**src/ubr_pkg.sv**
```systemverilog
package ubr_pkg;
   // Register indices on the plain port
   localparam logic [2:0] A_CTL1 = 3'h0;
   localparam logic [2:0] A_CTL2 = 3'h1;
   localparam logic [2:0] A_CTL3 = 3'h2;
   localparam logic [2:0] A_STS1 = 3'h3;
   localparam logic [2:0] A_STS2 = 3'h4;
   localparam logic [2:0] A_DATA = 3'h5;
   localparam logic [2:0] A_BAUD = 3'h6;
   localparam logic [2:0] A_BDIV = 3'h7;
   // Field positions
   localparam int B_INV  = 5; // control_one
   localparam int B_LEN  = 4;
   localparam int B_TEIE = 7; // control_two
   localparam int B_TX_COMPLETE_IRQ_EN = 6;
   localparam int B_RFIE = 5;
   localparam int B_TE   = 3;
   localparam int B_SBK  = 0;
   localparam int B_R9   = 7; // control_three
   localparam int B_T9   = 6;
   localparam int B_TBE  = 7; // status_one
   localparam int B_TC   = 6;
   localparam int B_RF   = 5;
   localparam int B_OVR  = 3;
   localparam int B_NF   = 2;
   localparam int B_FE   = 1;
   localparam int B_BRK  = 1; // status_two
   localparam int B_RIP  = 0;
   localparam int B_LBR  = 6; // baud_config
   // Character timing in oversample ticks and bits, plus status_one reset value
   localparam logic [3:0] RT_LAST = 4'hF;
   localparam logic [4:0] RT_ONE  = 5'h01;
   localparam logic [4:0] RT_S1   = 5'h03;
   localparam logic [4:0] RT_S2   = 5'h05;
   localparam logic [4:0] RT_S3   = 5'h07;
   localparam logic [4:0] RT_V1   = 5'h08;
   localparam logic [4:0] RT_V3   = 5'h0A;
   localparam logic [4:0] RT_RSY  = 5'h0B;
   localparam logic [4:0] RT_END  = 5'h10;
   localparam logic [3:0] LEN8    = 4'hA;
   localparam logic [3:0] LEN9    = 4'hB;
   localparam logic [3:0] ND8     = 4'h8;
   localparam logic [3:0] ND9     = 4'h9;
   localparam logic [7:0] RST_STS1 = 8'hC0;

   typedef struct packed {
      logic inv;
      logic len9;
      logic tbe_ie;
      logic tc_ie;
      logic rf_ie;
      logic te;
      logic send_break;
      logic t9;
      logic lbr;
   } ubr_ctl_s;

   typedef enum {TX_IDLE, TX_PRE, TX_DATA, TX_BREAK, TX_MARK} ubr_tx_e;
   typedef enum {RX_SEARCH, RX_FRAME} ubr_rx_e;
endpackage

```
**src/ubr_top.sv**
```systemverilog
`timescale 1ns/1ps
// Notes on behaviour
// - While send_break is set, keep reloading all-zero break characters of selected length.
// - After send_break clears, finish the break, then send at least one 1 bit.
// - Break recognised at 10/11 zeros, or 11/12 zeros with long_break_rx set.
// - Break sets framing error, rx_full, break_flag; clears data_buffer and rx_ninth_bit.
// - Idle character is all ones of selected length; setting tx_enable sends one before any data.
// - Clearing tx_enable mid-character finishes that character, then holds the line idle.
// - Clearing then setting tx_enable mid-transmission queues one idle character next.
// - tx_invert inverts every transmitted level, idle and break included.
// - tx_buffer_empty sets on buffer-to-shifter transfer; interrupt when enabled.
// - tx_complete_flag when shifter and buffer empty and nothing generated; interrupt when enabled.
// - Completed character moves to the read buffer and sets rx_full; interrupt when enabled.
// - Receiver samples the input on oversample_tick at sixteen times the baud rate.
// - Oversample count resyncs after start bit and after a 1-to-0 data transition.
// - Start search looks for 0 after three 1s; count to 16 begins at the edge.
// - Start verified by samples 3,5,7: at most one 1; one 1 sets noise.
// - Data bit is majority of samples 8,9,10; disagreement sets noise.
// - Ones in start samples 8,9,10 after verification set noise only.
// - Stop bit from samples 8,9,10: majority zero is framing error, disagreement noise.
// - Framing error when stop position lacks a 1, set together with rx_full.
module ubr_top
   import ubr_pkg::*;
(
   input  wire logic       clk_sys_i, // 200 MHz system clock
   input  wire logic       rstn_i,    // Async reset, active low
   input  wire logic [2:0] addr_i,    // Register index
   input  wire logic [7:0] wdata_i,   // Write data
   input  wire logic       we_i,      // Write strobe
   input  wire logic       re_i,      // Read strobe
   output logic      [7:0] rdata_o,   // Read data, cycle after strobe
   input  wire logic       rxd_i,     // Serial input
   output logic            txd_o,     // Serial output
   output logic            tx_irq_o,  // Transmitter request
   output logic            rx_irq_o   // Receiver request
);
   ubr_ctl_s    ctl_ff;
   logic [7:0]  bdiv_ff;
   logic [7:0]  dcnt_ff;
   logic        tick;
   logic        wr_data;
   logic        rd_data;
   // Transmitter
   ubr_tx_e     tx_st_ff;
   logic [10:0] tsh_ff;
   logic [3:0]  trt_ff;
   logic [3:0]  tbit_ff;
   logic [3:0]  tlen_ff;
   logic [7:0]  tbuf_ff;
   logic        tb9_ff;
   logic        tbe_ff;
   logic        tc_ff;
   logic        te_d_ff;
   logic        qidle_ff;
   logic        tline_ff;
   logic        tdone;
   logic        tload;
   // Receiver
   ubr_rx_e     rx_st_ff;
   logic [2:0]  hist_ff;
   logic [4:0]  rrt_ff;
   logic [3:0]  rbit_ff;
   logic [1:0]  vote_ff;
   logic [1:0]  ones_ff;
   logic [8:0]  rsh_ff;
   logic        allz_ff;
   logic        last1_ff;
   logic [7:0]  dbuf_ff;
   logic        r9_ff;
   logic        rf_ff;
   logic        fe_ff;
   logic        nf_ff;
   logic        ovr_ff;
   logic        brk_ff;
   logic [2:0]  v3;
   logic        maj;
   logic        dis;
   logic [3:0]  nd;
   logic        rdone;
   logic        rbrk;
   logic        rnoise;
   logic        sync_fall;

   assign wr_data = we_i && (addr_i == A_DATA);
   assign rd_data = re_i && (addr_i == A_DATA);

   // Register writes
   always_ff @(posedge clk_sys_i or negedge rstn_i) begin
      if (!rstn_i) begin
         ctl_ff  <= '0;
         bdiv_ff <= '0;
      end else if (we_i) begin
         if (addr_i == A_CTL1) begin
            ctl_ff.inv  <= wdata_i[B_INV];
            ctl_ff.len9 <= wdata_i[B_LEN];
         end else if (addr_i == A_CTL2) begin
            ctl_ff.tbe_ie <= wdata_i[B_TEIE];
            ctl_ff.tc_ie  <= wdata_i[B_TX_COMPLETE_IRQ_EN];
            ctl_ff.rf_ie  <= wdata_i[B_RFIE];
            ctl_ff.te     <= wdata_i[B_TE];
            ctl_ff.send_break    <= wdata_i[B_SBK];
         end else if (addr_i == A_CTL3) begin
            ctl_ff.t9 <= wdata_i[B_T9];
         end else if (addr_i == A_BAUD) begin
            ctl_ff.lbr <= wdata_i[B_LBR];
         end else if (addr_i == A_BDIV) begin
            bdiv_ff <= wdata_i;
         end
      end
   end

   // Register reads, unmapped bits read zero
   always_ff @(posedge clk_sys_i or negedge rstn_i) begin
      if (!rstn_i) begin
         rdata_o <= '0;
      end else if (re_i) begin
         rdata_o <= '0;
         if (addr_i == A_CTL1) begin
            rdata_o[B_INV] <= ctl_ff.inv;
            rdata_o[B_LEN] <= ctl_ff.len9;
         end else if (addr_i == A_CTL2) begin
            rdata_o[B_TEIE] <= ctl_ff.tbe_ie;
            rdata_o[B_TX_COMPLETE_IRQ_EN] <= ctl_ff.tc_ie;
            rdata_o[B_RFIE] <= ctl_ff.rf_ie;
            rdata_o[B_TE]   <= ctl_ff.te;
            rdata_o[B_SBK]  <= ctl_ff.send_break;
         end else if (addr_i == A_CTL3) begin
            rdata_o[B_R9] <= r9_ff;
            rdata_o[B_T9] <= ctl_ff.t9;
         end else if (addr_i == A_STS1) begin
            rdata_o[B_TBE] <= tbe_ff;
            rdata_o[B_TC]  <= tc_ff;
            rdata_o[B_RF]  <= rf_ff;
            rdata_o[B_OVR] <= ovr_ff;
            rdata_o[B_NF]  <= nf_ff;
            rdata_o[B_FE]  <= fe_ff;
         end else if (addr_i == A_STS2) begin
            rdata_o[B_BRK] <= brk_ff;
            rdata_o[B_RIP] <= (rx_st_ff == RX_FRAME);
         end else if (addr_i == A_DATA) begin
            rdata_o <= dbuf_ff;
         end else if (addr_i == A_BAUD) begin
            rdata_o[B_LBR] <= ctl_ff.lbr;
         end else begin
            rdata_o <= bdiv_ff;
         end
      end
   end

   // Oversample tick: one clock in bdiv+1
   always_ff @(posedge clk_sys_i or negedge rstn_i) begin
      if (!rstn_i) begin
         dcnt_ff <= '0;
      end else if (dcnt_ff >= bdiv_ff) begin
         dcnt_ff <= '0;
      end else begin
         dcnt_ff <= dcnt_ff + 8'h01;
      end
   end
   assign tick = (dcnt_ff >= bdiv_ff);

   // Transmitter
   assign tdone = tick && (trt_ff == RT_LAST) && (tbit_ff == tlen_ff - 4'h1);
   // Enable edge and queued idle both take a preamble before any data
   assign tload = (tx_st_ff == TX_IDLE || tdone) && !ctl_ff.send_break && !(tx_st_ff == TX_BREAK)
                  && ctl_ff.te && !tbe_ff && !qidle_ff && !(ctl_ff.te && !te_d_ff);

   always_ff @(posedge clk_sys_i or negedge rstn_i) begin
      if (!rstn_i) begin
         tx_st_ff <= TX_IDLE;
         tsh_ff   <= '1;
         trt_ff   <= '0;
         tbit_ff  <= '0;
         tlen_ff  <= LEN8;
         te_d_ff  <= 1'b0;
         qidle_ff <= 1'b0;
      end else begin
         te_d_ff <= ctl_ff.te;
         // Enable toggled mid-character: an idle goes out before further data
         if (ctl_ff.te && !te_d_ff && tx_st_ff != TX_IDLE) begin
            qidle_ff <= 1'b1;
         end
         if (tx_st_ff != TX_IDLE && tick) begin
            trt_ff <= trt_ff + 4'h1;
            if (trt_ff == RT_LAST) begin
               tbit_ff <= tbit_ff + 4'h1;
               // Break fills with zeros, or a 12-bit break would end high
               if (tx_st_ff == TX_BREAK) begin
                  tsh_ff <= {1'b0, tsh_ff[10:1]};
               end else begin
                  tsh_ff <= {1'b1, tsh_ff[10:1]};
               end
            end
         end
         if (tx_st_ff == TX_IDLE || tdone) begin
            trt_ff  <= '0;
            tbit_ff <= '0;
            tlen_ff <= ctl_ff.len9 ? LEN9 : LEN8;
            if (ctl_ff.send_break && ctl_ff.te) begin
               tx_st_ff <= TX_BREAK;
               tsh_ff   <= '0;
               tlen_ff  <= (ctl_ff.len9 ? LEN9 : LEN8) + {3'h0, ctl_ff.lbr};
            end else if (tx_st_ff == TX_BREAK) begin
               tx_st_ff <= TX_MARK;
               tsh_ff   <= '1;
               tlen_ff  <= 4'h1;
            end else if (!ctl_ff.te) begin
               tx_st_ff <= TX_IDLE;
               tsh_ff   <= '1;
            end else if (qidle_ff || !te_d_ff) begin
               tx_st_ff <= TX_PRE;
               tsh_ff   <= '1;
               qidle_ff <= 1'b0;
            end else if (tload) begin
               tx_st_ff <= TX_DATA;
               tsh_ff   <= {1'b1, ctl_ff.len9 ? tb9_ff : 1'b1, tbuf_ff, 1'b0};
            end else begin
               tx_st_ff <= TX_IDLE;
               tsh_ff   <= '1;
            end
         end
      end
   end

   // Transmit buffer and flags; a write in the load cycle refills it
   always_ff @(posedge clk_sys_i or negedge rstn_i) begin
      if (!rstn_i) begin
         tbuf_ff <= '0;
         tb9_ff  <= 1'b0;
         tbe_ff  <= RST_STS1[B_TBE];
         tc_ff   <= RST_STS1[B_TC];
      end else begin
         if (wr_data) begin
            tbuf_ff <= wdata_i;
            tb9_ff  <= ctl_ff.t9;
            tbe_ff  <= 1'b0;
         end else if (tload) begin
            tbe_ff <= 1'b1;
         end
         tc_ff <= (tx_st_ff == TX_IDLE) && tbe_ff && !wr_data && !(ctl_ff.send_break && ctl_ff.te);
      end
   end

   always_ff @(posedge clk_sys_i or negedge rstn_i) begin
      if (!rstn_i) begin
         tline_ff <= 1'b1;
         txd_o    <= 1'b1;
         tx_irq_o <= 1'b0;
         rx_irq_o <= 1'b0;
      end else begin
         // Idle is forced high before inversion so both levels flip together
         tline_ff <= (tx_st_ff == TX_IDLE) ? 1'b1 : tsh_ff[0];
         txd_o    <= tline_ff ^ ctl_ff.inv;
         tx_irq_o <= (tbe_ff && ctl_ff.tbe_ie) || (tc_ff && ctl_ff.tc_ie);
         rx_irq_o <= rf_ff && ctl_ff.rf_ie;
      end
   end

   // Receiver data recovery
   assign v3        = {vote_ff, rxd_i};
   assign maj       = (v3[0] & v3[1]) | (v3[0] & v3[2]) | (v3[1] & v3[2]);
   assign dis       = (v3 != 3'h0) && (v3 != 3'h7);
   assign nd        = ctl_ff.len9 ? ND9 : ND8;
   // Early fall after a recovered 1 restarts the count, absorbing fast data
   assign sync_fall = last1_ff && hist_ff[0] && !rxd_i && (rrt_ff >= RT_RSY)
                      && (rbit_ff != 4'h0) && (rbit_ff <= nd);
   assign rdone     = tick && (rx_st_ff == RX_FRAME) && (rrt_ff == RT_V3)
                      && ((rbit_ff == nd + 4'h1 && (maj || !allz_ff || !ctl_ff.lbr))
                          || rbit_ff == nd + 4'h2);
   assign rbrk      = allz_ff && !maj;
   assign rnoise    = tick && (rx_st_ff == RX_FRAME) && (rrt_ff == RT_V3) &&
                      ((rbit_ff == 4'h0) ? (v3 != 3'h0) : dis);

   always_ff @(posedge clk_sys_i or negedge rstn_i) begin
      if (!rstn_i) begin
         rx_st_ff <= RX_SEARCH;
         hist_ff  <= '0;
         rrt_ff   <= RT_ONE;
         rbit_ff  <= '0;
         vote_ff  <= '0;
         ones_ff  <= '0;
         rsh_ff   <= '0;
         allz_ff  <= 1'b1;
         last1_ff <= 1'b0;
      end else if (tick) begin
         hist_ff <= {hist_ff[1:0], rxd_i};
         if (rx_st_ff == RX_SEARCH) begin
            if (hist_ff == 3'h7 && !rxd_i) begin
               rx_st_ff <= RX_FRAME;
               rrt_ff   <= RT_ONE + 5'h01;
               rbit_ff  <= '0;
               ones_ff  <= '0;
               allz_ff  <= 1'b1;
               last1_ff <= 1'b0;
            end
         end else if (sync_fall) begin
            rrt_ff  <= RT_ONE + 5'h01;
            rbit_ff <= rbit_ff + 4'h1;
         end else begin
            rrt_ff <= (rrt_ff == RT_END) ? RT_ONE : rrt_ff + 5'h01;
            if (rrt_ff == RT_END) begin
               rbit_ff <= rbit_ff + 4'h1;
            end
            if (rbit_ff == 4'h0 && (rrt_ff == RT_S1 || rrt_ff == RT_S2)) begin
               ones_ff <= ones_ff + {1'b0, rxd_i};
            end
            // Cleared history forces three fresh marks before the next search
            if (rbit_ff == 4'h0 && rrt_ff == RT_S3 && (ones_ff + {1'b0, rxd_i}) > 2'h1) begin
               rx_st_ff <= RX_SEARCH;
               hist_ff  <= '0;
            end
            if (rrt_ff >= RT_V1 && rrt_ff < RT_V3) begin
               vote_ff <= {vote_ff[0], rxd_i};
            end
            if (rrt_ff == RT_V3 && rbit_ff != 4'h0 && rbit_ff <= nd) begin
               rsh_ff   <= {maj, rsh_ff[8:1]};
               allz_ff  <= allz_ff && !maj;
               last1_ff <= maj;
            end
            if (rdone) begin
               rx_st_ff <= RX_SEARCH;
               hist_ff  <= '0;
            end
         end
      end
   end

   // Receive buffer and flags; data read clears, hardware set wins
   always_ff @(posedge clk_sys_i or negedge rstn_i) begin
      if (!rstn_i) begin
         dbuf_ff <= '0;
         r9_ff   <= 1'b0;
         rf_ff   <= 1'b0;
         fe_ff   <= 1'b0;
         nf_ff   <= 1'b0;
         ovr_ff  <= 1'b0;
         brk_ff  <= 1'b0;
      end else begin
         if (rd_data) begin
            rf_ff  <= 1'b0;
            fe_ff  <= 1'b0;
            nf_ff  <= 1'b0;
            ovr_ff <= 1'b0;
            brk_ff <= 1'b0;
         end
         if (rnoise || (tick && rx_st_ff == RX_FRAME && rbit_ff == 4'h0 && rrt_ff == RT_S3
                        && (ones_ff + {1'b0, rxd_i}) == 2'h1)) begin
            nf_ff <= 1'b1;
         end
         if (rdone) begin
            rf_ff <= 1'b1;
            if (rf_ff && !rd_data) begin
               ovr_ff <= 1'b1;
            end else if (rbrk) begin
               dbuf_ff <= '0;
               r9_ff   <= 1'b0;
            end else begin
               dbuf_ff <= ctl_ff.len9 ? rsh_ff[7:0] : rsh_ff[8:1];
               r9_ff   <= rsh_ff[8];
            end
            // Extra long-break bit is only reached after a low stop sample
            if (!maj || rbit_ff != nd + 4'h1) begin
               fe_ff <= 1'b1;
            end
            if (rbrk) begin
               brk_ff <= 1'b1;
            end
         end
      end
   end
endmodule // ubr_top

```
**config.mk**
```make
export PLATFORM = sky130hd
export DESIGN_NAME = ubr_top
export DESIGN_NICKNAME = d
export VERILOG_FILES = /design/src/ubr_pkg.sv /design/src/ubr_top.sv
export SDC_FILE = /design/constraint.sdc
export NUM_CORES = 1
export LEC_CHECK = 0
export BUFFER_PORTS_ARGS = -buffer_cell sky130_fd_sc_hd__buf_2
export CORE_MARGIN = 5
export CORE_UTILIZATION = 55
export DETAILED_ROUTE_END_ITERATION = 8
export PLACE_DENSITY_LB_ADDON = 0.12
export SLEW_MARGIN = 20
export SYNTH_ARGS = -nofsm -noshare
export SYNTH_HDL_FRONTEND = slang
export SYNTH_SLANG_ARGS = --single-unit
export TNS_END_PERCENT = 1
```
**constraint.sdc**
```tcl
create_clock -name clk_sys_i -period 3.35 [get_ports clk_sys_i]
set_input_delay 0.335 -clock clk_sys_i [delete_from_list [all_inputs] [get_ports clk_sys_i]]
set_output_delay 0.335 -clock clk_sys_i [all_outputs]
set_load 0.05 [all_outputs]
```
Word level (Yosys, flattened, before mapping):

Index checks and enable logic that the tools add are counted.

* equality and inequality tests: 24
* multiply operators: 0
* bitwise gates (word level): 13
* order comparisons: 6
* reductions and logical operators: 95
* div/mod/pow operators: 0
* $add $sub $neg: 10
* shift operators: 0
* mux-type cells: 110

Operators by type and width (count)
* 32-bit 2-to-1 mux: 5
* 8-bit 2-to-1 mux: 10
* 32-bit logical NOT: 2
* 11-bit 2-to-1 mux: 5
* 4-bit 2-to-1 mux: 12
* 6-bit 2-to-1 mux: 8
* 1-bit logical AND: 43
* 1-bit 2-to-1 mux: 41
* 10-bit 2-to-1 mux: 4
* 32-bit by 2-bit equality test with 1-bit output, second input constant: 1
* 32-bit by 3-bit equality test with 1-bit output, second input constant: 1
* 32-bit nonzero test: 1
* 3-bit 2-to-1 mux: 9
* 2-bit 2-to-1 mux: 12
* 4-bit AND reduction: 6
* 5-bit 2-to-1 mux: 4
* 4-bit by 1-bit adder with 4-bit output, second input constant: 4
* 3-bit equality test, second input constant: 5
* 2-bit nonzero test: 7
* 1-bit logical NOT: 13
* 4-bit equality test: 3
* 5-bit by 3-bit equality test with 1-bit output, second input constant: 2
* 5-bit by 4-bit greater-or-equal comparator with 1-bit output, second input constant: 2
* 1-bit logical OR: 9
* 32 further kinds: 49

* input bits: 16
* bits in writable memories: 0
* ROM bits: 0
* memories kept: 0
* bits in latches: 0
* logic and storage cells: 301
* output and inout bits: 11
* bits in registers: 178

Longest topological paths before layout:

Gate-level depths: netlist (run 1).

* word-level depth: 19
* gate-level depth with buffers: 9
* gate-level depth less buffers: 7

Least setup slack after synthesis (run 1):

Ideal clock, no wire load.

* kind: register to register
* start point: register dcnt_ff[0]
* end point: register tlen_ff[0]
* data required time: 3225 ps
* stages on the path, launching flop included: 8
* library setup time: 125 ps
* buffers on the path: 0
* arrival time: 2204 ps
* path slack: 1021 ps
* path through: dfrtp_1 inv_1 ha_1 nand2b_1 a2111oi_1 o21ai_1 a21oi_2 mux2_2

* word-level cells in the longest chain between the ends: 4

RTL lines
* start: declaration: line ubr_top.sv:39 `logic [7:0] dcnt_ff;`
* start signal: assignment: line ubr_top.sv:157 `dcnt_ff <= dcnt_ff + 8'h01;`
* 8-bit greater-or-equal comparator: line ubr_top.sv:160 `assign tick = (dcnt_ff >= bdiv_ff);`
* 1-bit logical AND (2 in series): line ubr_top.sv:163 `assign tdone = tick && (trt_ff == RT_LAST) && (tbit_ff == tlen_ff - 4'h1);`
* 1-bit logical OR: line ubr_top.sv:195 `if (tx_st_ff == TX_IDLE || tdone) begin`
* end signal: assignment: line ubr_top.sv:198 `tlen_ff <= ctl_ff.len9 ? LEN9 : LEN8;`
* end signal: assignment: line ubr_top.sv:202 `tlen_ff <= (ctl_ff.len9 ? LEN9 : LEN8) + {3'h0, ctl_ff.lbr};`
* end: declaration: line ubr_top.sv:48 `logic [3:0] tlen_ff;`

Every way passes these cells.
A chain may end at the register's enable or synchronous reset.

Worst setup path after layout (run 1):

* start point: register dcnt_ff[0]
* end point: register rbit_ff[2]

* word-level cells in the longest chain between the ends: 2

RTL lines
* 8-bit greater-or-equal comparator: line ubr_top.sv:160
* 3-bit AND reduction (no source line)
* end signal: assignment: line ubr_top.sv:298 `rbit_ff <= rbit_ff + 4'h1;`
* end signal: assignment: line ubr_top.sv:302 `rbit_ff <= rbit_ff + 4'h1;`
* end: declaration: line ubr_top.sv:62 `logic [3:0] rbit_ff;`

Every way passes these cells.

==> results.cfg, run 1 <==
[layout]
final_nets = 646
nFillCells = 891
drive_gt1_share_pct = 23.9
syn2layout_area_growth_pct = 14.2
n_antenna_cell = 0
layout.cells.non_filler = 763
seq_area_mm2 = 0.00298
layout_common_cells = dfrtp_1, mux2_2, nand2_1
layout_commonest_cell = dfrtp_1
multi_input_area_mm2 = 0.00299

[clocking]
cts_root_buffer = clkbuf_16
htreeDepth = 4
cts_setup_buffers = 0
cts_tree = yes
cts.sinks = 118
clk_path_buf_depth = 2
clk_pin_slew_ns = 0.05
cts.hold.buffers_added = 0
worstSkewPairLatency_ns = 0.42
cts-buffers-inserted = 17
cts_resized = 0

[route]
postRouteWirelength_um = 14000
first_iter_violations = 315
drc = 0
vias = 4554
viasPerCell = 5.97
wl_per_cell_um = 18.4
ant_nets = 0
drtPass1Iterations = 5

[timing]
fin_setup_tns_ns = 0
setup_viol = 0
max_freq_mhz = 377
period_needed_ns = 2.65
tightest_slew_ns = 0.805
fin_crit_sh_pct = 79.2
hold_viol_final = 0
rsz0062_at_grt = false
slew_headroom_pct = 46.4
fin_skew_ns = 0.00545
slew_violations = 0

[global_routing]
grt_start_max_net_pins = 61
grt_pass1_vias = 4677
grt_pass1_wl_um = 23600
overflow = 0
track_usage_pct = 22.7
antenna_found_initial = 0

[run_status]
status = completed

[synthesis]
synthCells = 581
synthesis.area_mm2 = 0.00618
synth.avg_cell_area_um2 = 10.6
ys_ff_latch = 118
ys_seq_area_share_pct = 48.2
synth_nets = 617
synth_top_flop_cell = dfrtp_1
netlist-cell-type-count = 68
async_flop_share_pct = 100
yosys_warnings = 0
synth_edf_count = 0

[critical_path]
reg2reg_depth = 8
crit_start = dcnt_ff[0]$_DFF_PN0_
critPathMaxFanout = 12
crit_arrival_ns = 2.95
cp-start-kind = register
crit_required_ns = 3.65
path_class = register to register
r2r-start = dcnt_ff[0]$_DFF_PN0_
r2r-end = rbit_ff[2]$_DFFE_PN0P_
endpoint_kind = register
r2r_setup_slack_ns = 0.70

[job]
cap_violations = 0

[floorplan]
coreArea_mm2 = 0.0109
die_h_um = 116
top_level_ports = 27
start_util_pct = 56.5
die_x_um = 116
rows = 38
die_area_mm2 = 0.0134

[pwr]
p_leak_nw = 3.22
power_density_mw_per_mm2 = 807
p_total_mw = 5.70
ir_drop_v = 0.000480

[worst_hold_path]
hold_class = input pin to asynchronous set/reset pin

[placement]
dp_hpwl_um = 9540
dp.cells = 731
placement.io_buffers = 26
gp_congestion = 0.844
power breakdown:
group,internal [mW],total (mW),switching [mW]
sequential,1.82,2.11,0.294
combinational,0.784,1.79,1.01
clock,1.16,1.79,0.626
total,3.76,5.70,1.93
stage by stage:
stage	setup WS, ns	hold WS, ns	utilization (%)	area [um2]
final	0.697	0.0166	64.5	7060
after global routing	0.446	0.0807	64.5	7060
after CTS	0.699	0.0278	64.5	7050
after detailed placement	0.720	0.457	59.1	6460
after global placement	0.843	0.455	59.1	6460
after floorplan	1.02	0.0394	-	6180
layout make-up:
cell class,count,area share [%]
inverters,32,1.70
multi-input cells,407,42.4
clock inverters,9,1.42
flip-flops and latches,118,42.2
clock buffers,23,6.92
well taps,140,2.48
repair buffers,34,2.91
cells by family after synthesis:
group	Yosys count	synth area share, %
AO/OA/AOI/OAI	121	13.1
XOR/XNOR	17	2.63
flip-flops	118	48.2
multiplexers	83	14.9
AND/OR/NAND/NOR	165	13.4
adder cells (fa/ha/maj)	21	4.21
buffers and inverters	56	3.53
critical path, cell delays in order (launching register included):
cell	delay, ns
dfrtp_1	0.38
inv_1	0.06
ha_1	0.26
nand2b_1	0.14
a2111oi_1	0.57
o21a_1	0.43
buf_4	0.26
nor3_1	0.10
nor4_1	0.34
metal layers:
metal  vias up  track usage, %  share of wire (%)
li1       2169               -                  -
met1      2257            30.8                 45
met2       103            35.7                 49
met3        25            5.48                3.6
met4         0            8.28                2.2
met5         -               0                  0
registers in the layout (all words and copies together) (netlist names), 4 cells and up:
name,cells
rbit_ff,4
tbuf_ff,8
rsh_ff,9
tsh_ff,11
dcnt_ff,8
tbit_ff,4
rdata_o,8
ctl_ff,9
trt_ff,4
rrt_ff,5
dbuf_ff,8
tlen_ff,4
bdiv_ff,8
worst max path at each step:
stage / to / slack, ns / cells after the start
after floorplan: tlen_ff[0]$_DFFE_PN0N_ / 1.02 / 7
after global placement: tsh_ff[4]$_DFFE_PN1P_ / 0.84 / 8
after detailed placement: rbit_ff[3]$_DFFE_PN0P_ / 0.72 / 8
after CTS: rbit_ff[3]$_DFFE_PN0P_ / 0.70 / 8
after global routing: rbit_ff[2]$_DFFE_PN0P_ / 0.45 / 8
final: rbit_ff[2]$_DFFE_PN0P_ / 0.70 / 8
cell usage after synthesis (all sizes together), types with 3 or more instances:
cell | n | share of area [%]
a2111oi | 3 | 0.75
a211o | 3 | 0.43
a21oi | 26 | 2.2
a22o | 3 | 0.43
a31oi | 10 | 1.0
a32o | 4 | 0.65
and2 | 3 | 0.30
and3 | 6 | 0.61
buf | 8 | 0.61
clkbuf | 16 | 0.97
dfrtp | 99 | 40
dfstp | 19 | 8.1
ha | 20 | 4.1
inv | 32 | 1.9
mux2 | 62 | 11
mux2i | 20 | 3.2
nand2 | 42 | 2.6
nand2b | 5 | 0.51
nand3 | 18 | 1.6
nand4 | 11 | 1.1
nor2 | 41 | 2.5
nor2b | 9 | 0.91
nor3 | 10 | 0.81
nor4 | 4 | 0.41
o211ai | 5 | 0.61
o21a | 4 | 0.49
o21ai | 29 | 2.3
o22ai | 13 | 1.3
o31ai | 3 | 0.36
or2 | 3 | 0.30
or3 | 3 | 0.30
xnor2 | 9 | 1.3
xor2 | 7 | 0.99
Note: power is estimated with default switching activity, not from simulation.
==> inputs of run 2 (changes only) <==
- ABC_AREA: default -> 1
- clock period: 3.35 -> 2.44 ns (I/O delays scaled with it)
==> run 2 against run 1 <==
Sequential share of layout area down 0.94 points; critical path depth increased by 3; combinational power rose by 36%; final cell count grew 28%; clock skew increased by 0.0013 ns; die area rose by 0.81%; core utilization increased by 1.2 points; maximum frequency is 20% higher.
==> results.cfg, run 2 <==
[timing]
rsz0062_at_grt = true
tightest_slew_ns = 0.721
setup_viol = 0
whs_ns = 0.0871
fin_setup_tns_ns = 0
slew_headroom_pct = 51.9
fin_crit_sh_pct = 90.8
slew_violations = 0
period_needed_ns = 2.22
fin_skew_ns = 0.00676
max_freq_mhz = 451
worst_slack_ns = 0.224
hold_viol_final = 0

[layout]
final_area_mm2 = 0.00722
syn2layout_area_growth_pct = 15.8
regMostFlops = tsh_ff
layout_common_cells = nand2_1, inv_1, dfrtp_1
layout.cells.non_filler = 977
utilization_pct = 65.7
largest_register_ffs = 11
final_nets = 860
drive_gt1_share_pct = 14.3
n_antenna_cell = 0
layout_commonest_cell = nand2_1
largestRegisters = tsh_ff x11, ctl_ff x9, rsh_ff x9

[synthesis]
synthesis.area_mm2 = 0.00623
synth_mux_area_share_pct = 0.181
synth.most_common_cell = nand2_1
post-synth-top-area-cell = dfrtp_1
synth-xor-area-share_pct = 1.27
synth.area.top_cells = dfrtp_1, nand2_1, dfstp_2
synth_top_flop_cell = dfrtp_1
netlist-cell-type-count = 46
synth_top_family_by_area = simple AND/OR/NAND/NOR gates
synth_edf_count = 0
synthCells = 783
synth.avg_cell_area_um2 = 7.96
synth_top_area_share_pct = 39.8
ys_ff_latch = 118
ys_seq_area_share_pct = 47.8
async_flop_share_pct = 100
yosys-top-cells-count = nand2_1, inv_1, dfrtp_1
yosys_warnings = 0
synth_compound_area_share_pct = 13.4
synth_nets = 819
synth-simple-area-share_pct = 24.5
synth_fa_ha_area_share_pct = 4.02

[global_routing]
track_usage_pct = 23.5
grt_pass1_vias = 5091
grt_start_max_net_pins = 55
grt_pass1_wl_um = 24600
antenna_found_initial = 0
overflow = 0

[critical_path]
r2r_setup_slack_ns = 0.22
path_class = register to register
crit_arrival_ns = 2.56
cp-start-kind = register
endpoint_kind = register
crit_required_ns = 2.79
critPathMaxFanout = 13

[pwr]
p_total_mw = 8.14
power_density_mw_per_mm2 = 1130
p_leak_nw = 3.71
ir_drop_v = 0.00108

[placement]
placement.io_buffers = 26
dp.cells = 943
dp_hpwl_um = 10500
gp_congestion = 0.915
placed_area_mm2 = 0.00655
dpl_worst_slack_ns = 0.164

[worst_hold_path]
hold_class = input pin to register

[floorplan]
die_area_mm2 = 0.0136
die_h_um = 116
top_level_ports = 27
rows = 38
die_x_um = 116
coreArea_mm2 = 0.0110
start_util_pct = 56.7

[route]
postRouteWirelength_um = 14600
vias = 5232
first_iter_violations = 435
wl_per_cell_um = 15.0
drc = 0
drtPass1Iterations = 5
ant_nets = 0
viasPerCell = 5.36

[clocking]
worstSkewPairLatency_ns = 0.41
cts.sinks = 118
htreeDepth = 4
cts_root_buffer = clkbuf_16
cts_resized = 0
cts_tree = yes
clk_pin_slew_ns = 0.06
cts-buffers-inserted = 17
clk_path_buf_depth = 2

[run_status]
status = completed

[job]
cap_violations = 0
-- run 2: changes by cell type after synthesis, sizes merged, moves of 11 or more --
| cell | previous run | this run |
|---|---|---|
| o21ai | 29 | 87 |
| o22ai | 13 | 2 |
| nor2 | 41 | 60 |
| mux2 | 62 | 1 |
| nand3 | 18 | 33 |
| inv | 32 | 121 |
| nand2 | 42 | 215 |
| mux2i | 20 | 0 |
-- run 2: path summary, 6_finish.rpt --
kind,from,endpoint,cells after the start
max in group asynchronous,rstn_i,tlen_ff[3]$_DFFE_PN1N_,3
setup reg to reg,dcnt_ff[7]$_DFF_PN0_,dbuf_ff[0]$_DFFE_PN0P_,11
min in group asynchronous,rstn_i,tbuf_ff[5]$_DFFE_PN0P_,2
hold reg to reg,tsh_ff[10]$_DFFE_PN1P_,tsh_ff[10]$_DFFE_PN1P_,2
setup / recovery,dcnt_ff[7]$_DFF_PN0_,dbuf_ff[0]$_DFFE_PN0P_,11
hold / removal,wdata_i[4],bdiv_ff[4]$_DFFE_PN0P_,3
-- run 2: cell type report --
| type | count | area, um2 |
|---|---|---|
| Fill cell | 914 | 3770 |
| Sequential cell | 118 | 2980 |
| Multi-Input combinational cell | 525 | 2700 |
| Inverter | 121 | 454 |
| Clock buffer | 17 | 425 |
| Timing Repair Buffer | 41 | 260 |
| Clock inverter | 15 | 226 |
| Tap cell | 140 | 175 |
-- run 2: routing by layer --
metal  up-vias  wire length, um  global-route usage, %
met3        17              518                   6.48
met1      2489             6490                   29.1
met5         -                0                      0
li1       2620                -                      -
met2       106             7410                   40.5
met4         0              193                   6.88
-- run 2: logic make-up (layout without fill, tap and decap cells) --
group / after synthesis / in the layout
flip-flops: 118 / 118
AND/OR/NAND/NOR: 346 / 346
adder cells (fa/ha/maj): 20 / 20
buffers and inverters: 140 / 194
AO/OA/AOI/OAI: 149 / 149
XOR/XNOR: 9 / 9
multiplexers: 1 / 1
-- run 2: what timing repair did --
item,in CTS,in global routing
hold buffers,1,0
hold endpoints to repair,41,0
setup buffers,0,1
endpoints found under the setup margin,0,6
-- run 2: power breakdown --
part | leakage (nW) | internal (mW) | switching [mW] | total (mW)
logic | 1.98 | 0.843 | 1.60 | 2.44
clock network | 0.310 | 1.82 | 0.922 | 2.74
registers | 1.42 | 2.55 | 0.402 | 2.96
total | 3.71 | 5.21 | 2.92 | 8.14
-- run 2: critical path: stages, from the launching register on --
cell     delay [ns]
dfrtp_1        0.40
ha_1           0.30
nand2_1        0.09
nor2_2         0.12
nand4_1        0.11
nand3_2        0.20
nand2_2        0.15
nor2_4         0.13
o21ai_2        0.18
nor2_4         0.28
nand3_1        0.12
nand2_1        0.08
==> inputs of run 3 (changes only) <==
- BUFFER_PORTS_ARGS: -buffer_cell sky130_fd_sc_hd__buf_2 -> default
- DONT_BUFFER_PORTS: default -> 1
==> run 3 against run 2 <==
The run now ends with negative hold slack left; largest power group unchanged; sequential share of layout area rose by 0.51 points; die area did not move; maximum frequency barely moved; highest routed layer unchanged; combinational power fell by 8%; clock skew rose by 0.00091 ns; via count fell by 0.23%.
==> results.cfg, run 3 (synthesized netlist as in run 2, its figures left out) <==
[floorplan]
start_util_pct = 56.7
rows = 38
die_h_um = 116
die_x_um = 116
top_level_ports = 27
die_area_mm2 = 0.0136
coreArea_mm2 = 0.0110

[layout]
final_area_mm2 = 0.00713
syn2layout_area_growth_pct = 14.4
final_nets = 840
largest_register_ffs = 11
largestRegisters = tsh_ff x11, ctl_ff x9, rsh_ff x9
n_antenna_cell = 0
layout_common_cells = nand2_1, inv_1, dfrtp_1
layout_commonest_cell = nand2_1
regMostFlops = tsh_ff
drive_gt1_share_pct = 10.6

[clocking]
cts.hold.buffers_added = 12
htreeDepth = 4
cts.sinks = 118
cts_tree = yes
worstSkewPairLatency_ns = 0.43
cts-buffers-inserted = 17
cts_root_buffer = clkbuf_16
clk_path_buf_depth = 2
clk_pin_slew_ns = 0.06

[job]
cap_violations = 0

[placement]
placement.io_buffers = 0
gp_congestion = 0.981
dp_hpwl_um = 10100
placed_area_mm2 = 0.00636
dpl_worst_slack_ns = 0.193

[route]
postRouteWirelength_um = 14400
wl_per_cell_um = 15.0
vias = 5220
drc = 0
first_iter_violations = 481
viasPerCell = 5.45
drtPass1Iterations = 7
ant_nets = 0

[critical_path]
cp-start-kind = register
critPathMaxFanout = 13
cpPeakStageDelay_ns = 0.37
path_class = register to register
crit_required_ns = 2.79
cp_num_buf_inv = 1
cpMaxStageDelayCell = dfrtp_1
endpoint_kind = register
crit_arrival_ns = 2.57
path_cells = inv_1, ha_1, nand2_1, nor2_2, nand4_1, nand3_2, nand2_2, nor2_4, o21ai_2, nor2_4, nand3_1, nand2_1
crit_family = simple AND/OR/NAND/NOR gates

[timing]
whs_ns = -0.487
fin_crit_sh_pct = 90.9
fin_skew_ns = 0.00767
period_needed_ns = 2.22
max_freq_mhz = 451
tightest_slew_ns = 0.889
hold_viol_final = 118
rsz0062_at_grt = false
worst_slack_ns = 0.222
setup_viol = 0
slew_headroom_pct = 40.5
fin_setup_tns_ns = 0
slew_violations = 0

[pwr]
p_leak_nw = 3.62
ir_drop_v = 0.000726
power_density_mw_per_mm2 = 1120

[global_routing]
antenna_found_initial = 0
grt_pass1_vias = 5268
overflow = 0
track_usage_pct = 23.5
grt_start_max_net_pins = 119
grt_pass1_wl_um = 24600

[run_status]
status = finished with violations
violations = negative hold slack

[worst_hold_path]
hold_class = input pin to asynchronous set/reset pin
-- run 3: cell count changes in the layout (fill, tap and decap cells not counted), sizes merged --
| cell | change |
|---|---|
| clkinvlp | -2 |
| dlygate4sd3 | +11 |
| bufinv | -1 |
| inv | -2 |
| clkinv | -1 |
| buf | -31 |
| clkbuf | +6 |
-- run 3: worst register-to-register path, cell delays in order, from the launching register on --
cell and delay [ns]:
dfrtp_1 0.37, inv_1 0.10, ha_1 0.29, nand2_1 0.05, nor2_2 0.10, nand4_1 0.11
nand3_2 0.20, nand2_2 0.15, nor2_4 0.12, o21ai_2 0.17, nor2_4 0.28, nand3_1 0.12
nand2_1 0.10
-- run 3: path summary, 6_finish.rpt --
kind                                        startpoint                     end  slack [ns]  cells after the start
worst max-delay path            bdiv_ff[4]$_DFFE_PN0P_       r9_ff$_DFFE_PN0P_        0.22                     12
worst min-delay path                            rstn_i  rdata_o[7]$_DFFE_PN0P_       -0.49                      0
worst max register to register  bdiv_ff[4]$_DFFE_PN0P_       r9_ff$_DFFE_PN0P_        0.22                     12
worst min register to register  tsh_ff[10]$_DFFE_PN1P_  tsh_ff[10]$_DFFE_PN1P_        0.48                      2
max in group asynchronous                       rstn_i   rrt_ff[0]$_DFFE_PN1P_        2.67                      0
min in group clk_sys_i                           rxd_i  hist_ff[0]$_DFFE_PN0N_        0.02                      4
-- run 3: cell type report --
type | instances | area, um2
fill | 900 | 3850
sequential | 118 | 2980
multi-input combinational | 525 | 2700
clock buffer | 23 | 488
inverter | 121 | 454
timing repair buffer | 21 | 188
tap | 140 | 175
clock inverter | 9 | 148
-- run 3: per-stage QoR --
stage	util (%)	power, mW	hold slack, ns	instances
after floorplan	-	4.72	-0.0516	783
after global placement	58.0	5.20	-0.0486	912
after detailed placement	58.0	5.29	-0.0486	912
after CTS	64.8	8.02	-0.506	956
after global routing	64.9	8.56	-0.509	957
final	64.9	7.98	-0.487	957
-- run 3: what timing repair did --
| action | in CTS | in global routing |
|---|---|---|
| hold endpoints to repair | 141 | 118 |
| resized for setup | 0 | 0 |
| buffers inserted | 0 | 1 |
| endpoints found under the setup margin | 0 | 9 |
-- run 3: metal layers --
metal  part of all wire (%)  wire, um  vias up  track usage (%)
met5                      0         0        -                0
met4                    3.4       490        0             11.2
met3                    4.6       665       51             6.42
met2                     48      6950      138             38.9
met1                     44      6260     2460             28.5
li1                       -         -     2571                -
-- run 3: report_power, final --
part	switching, mW	internal [mW]	leakage, nW
logic	1.43	0.821	1.89
registers	0.498	2.55	1.42
clock network	0.864	1.81	0.313
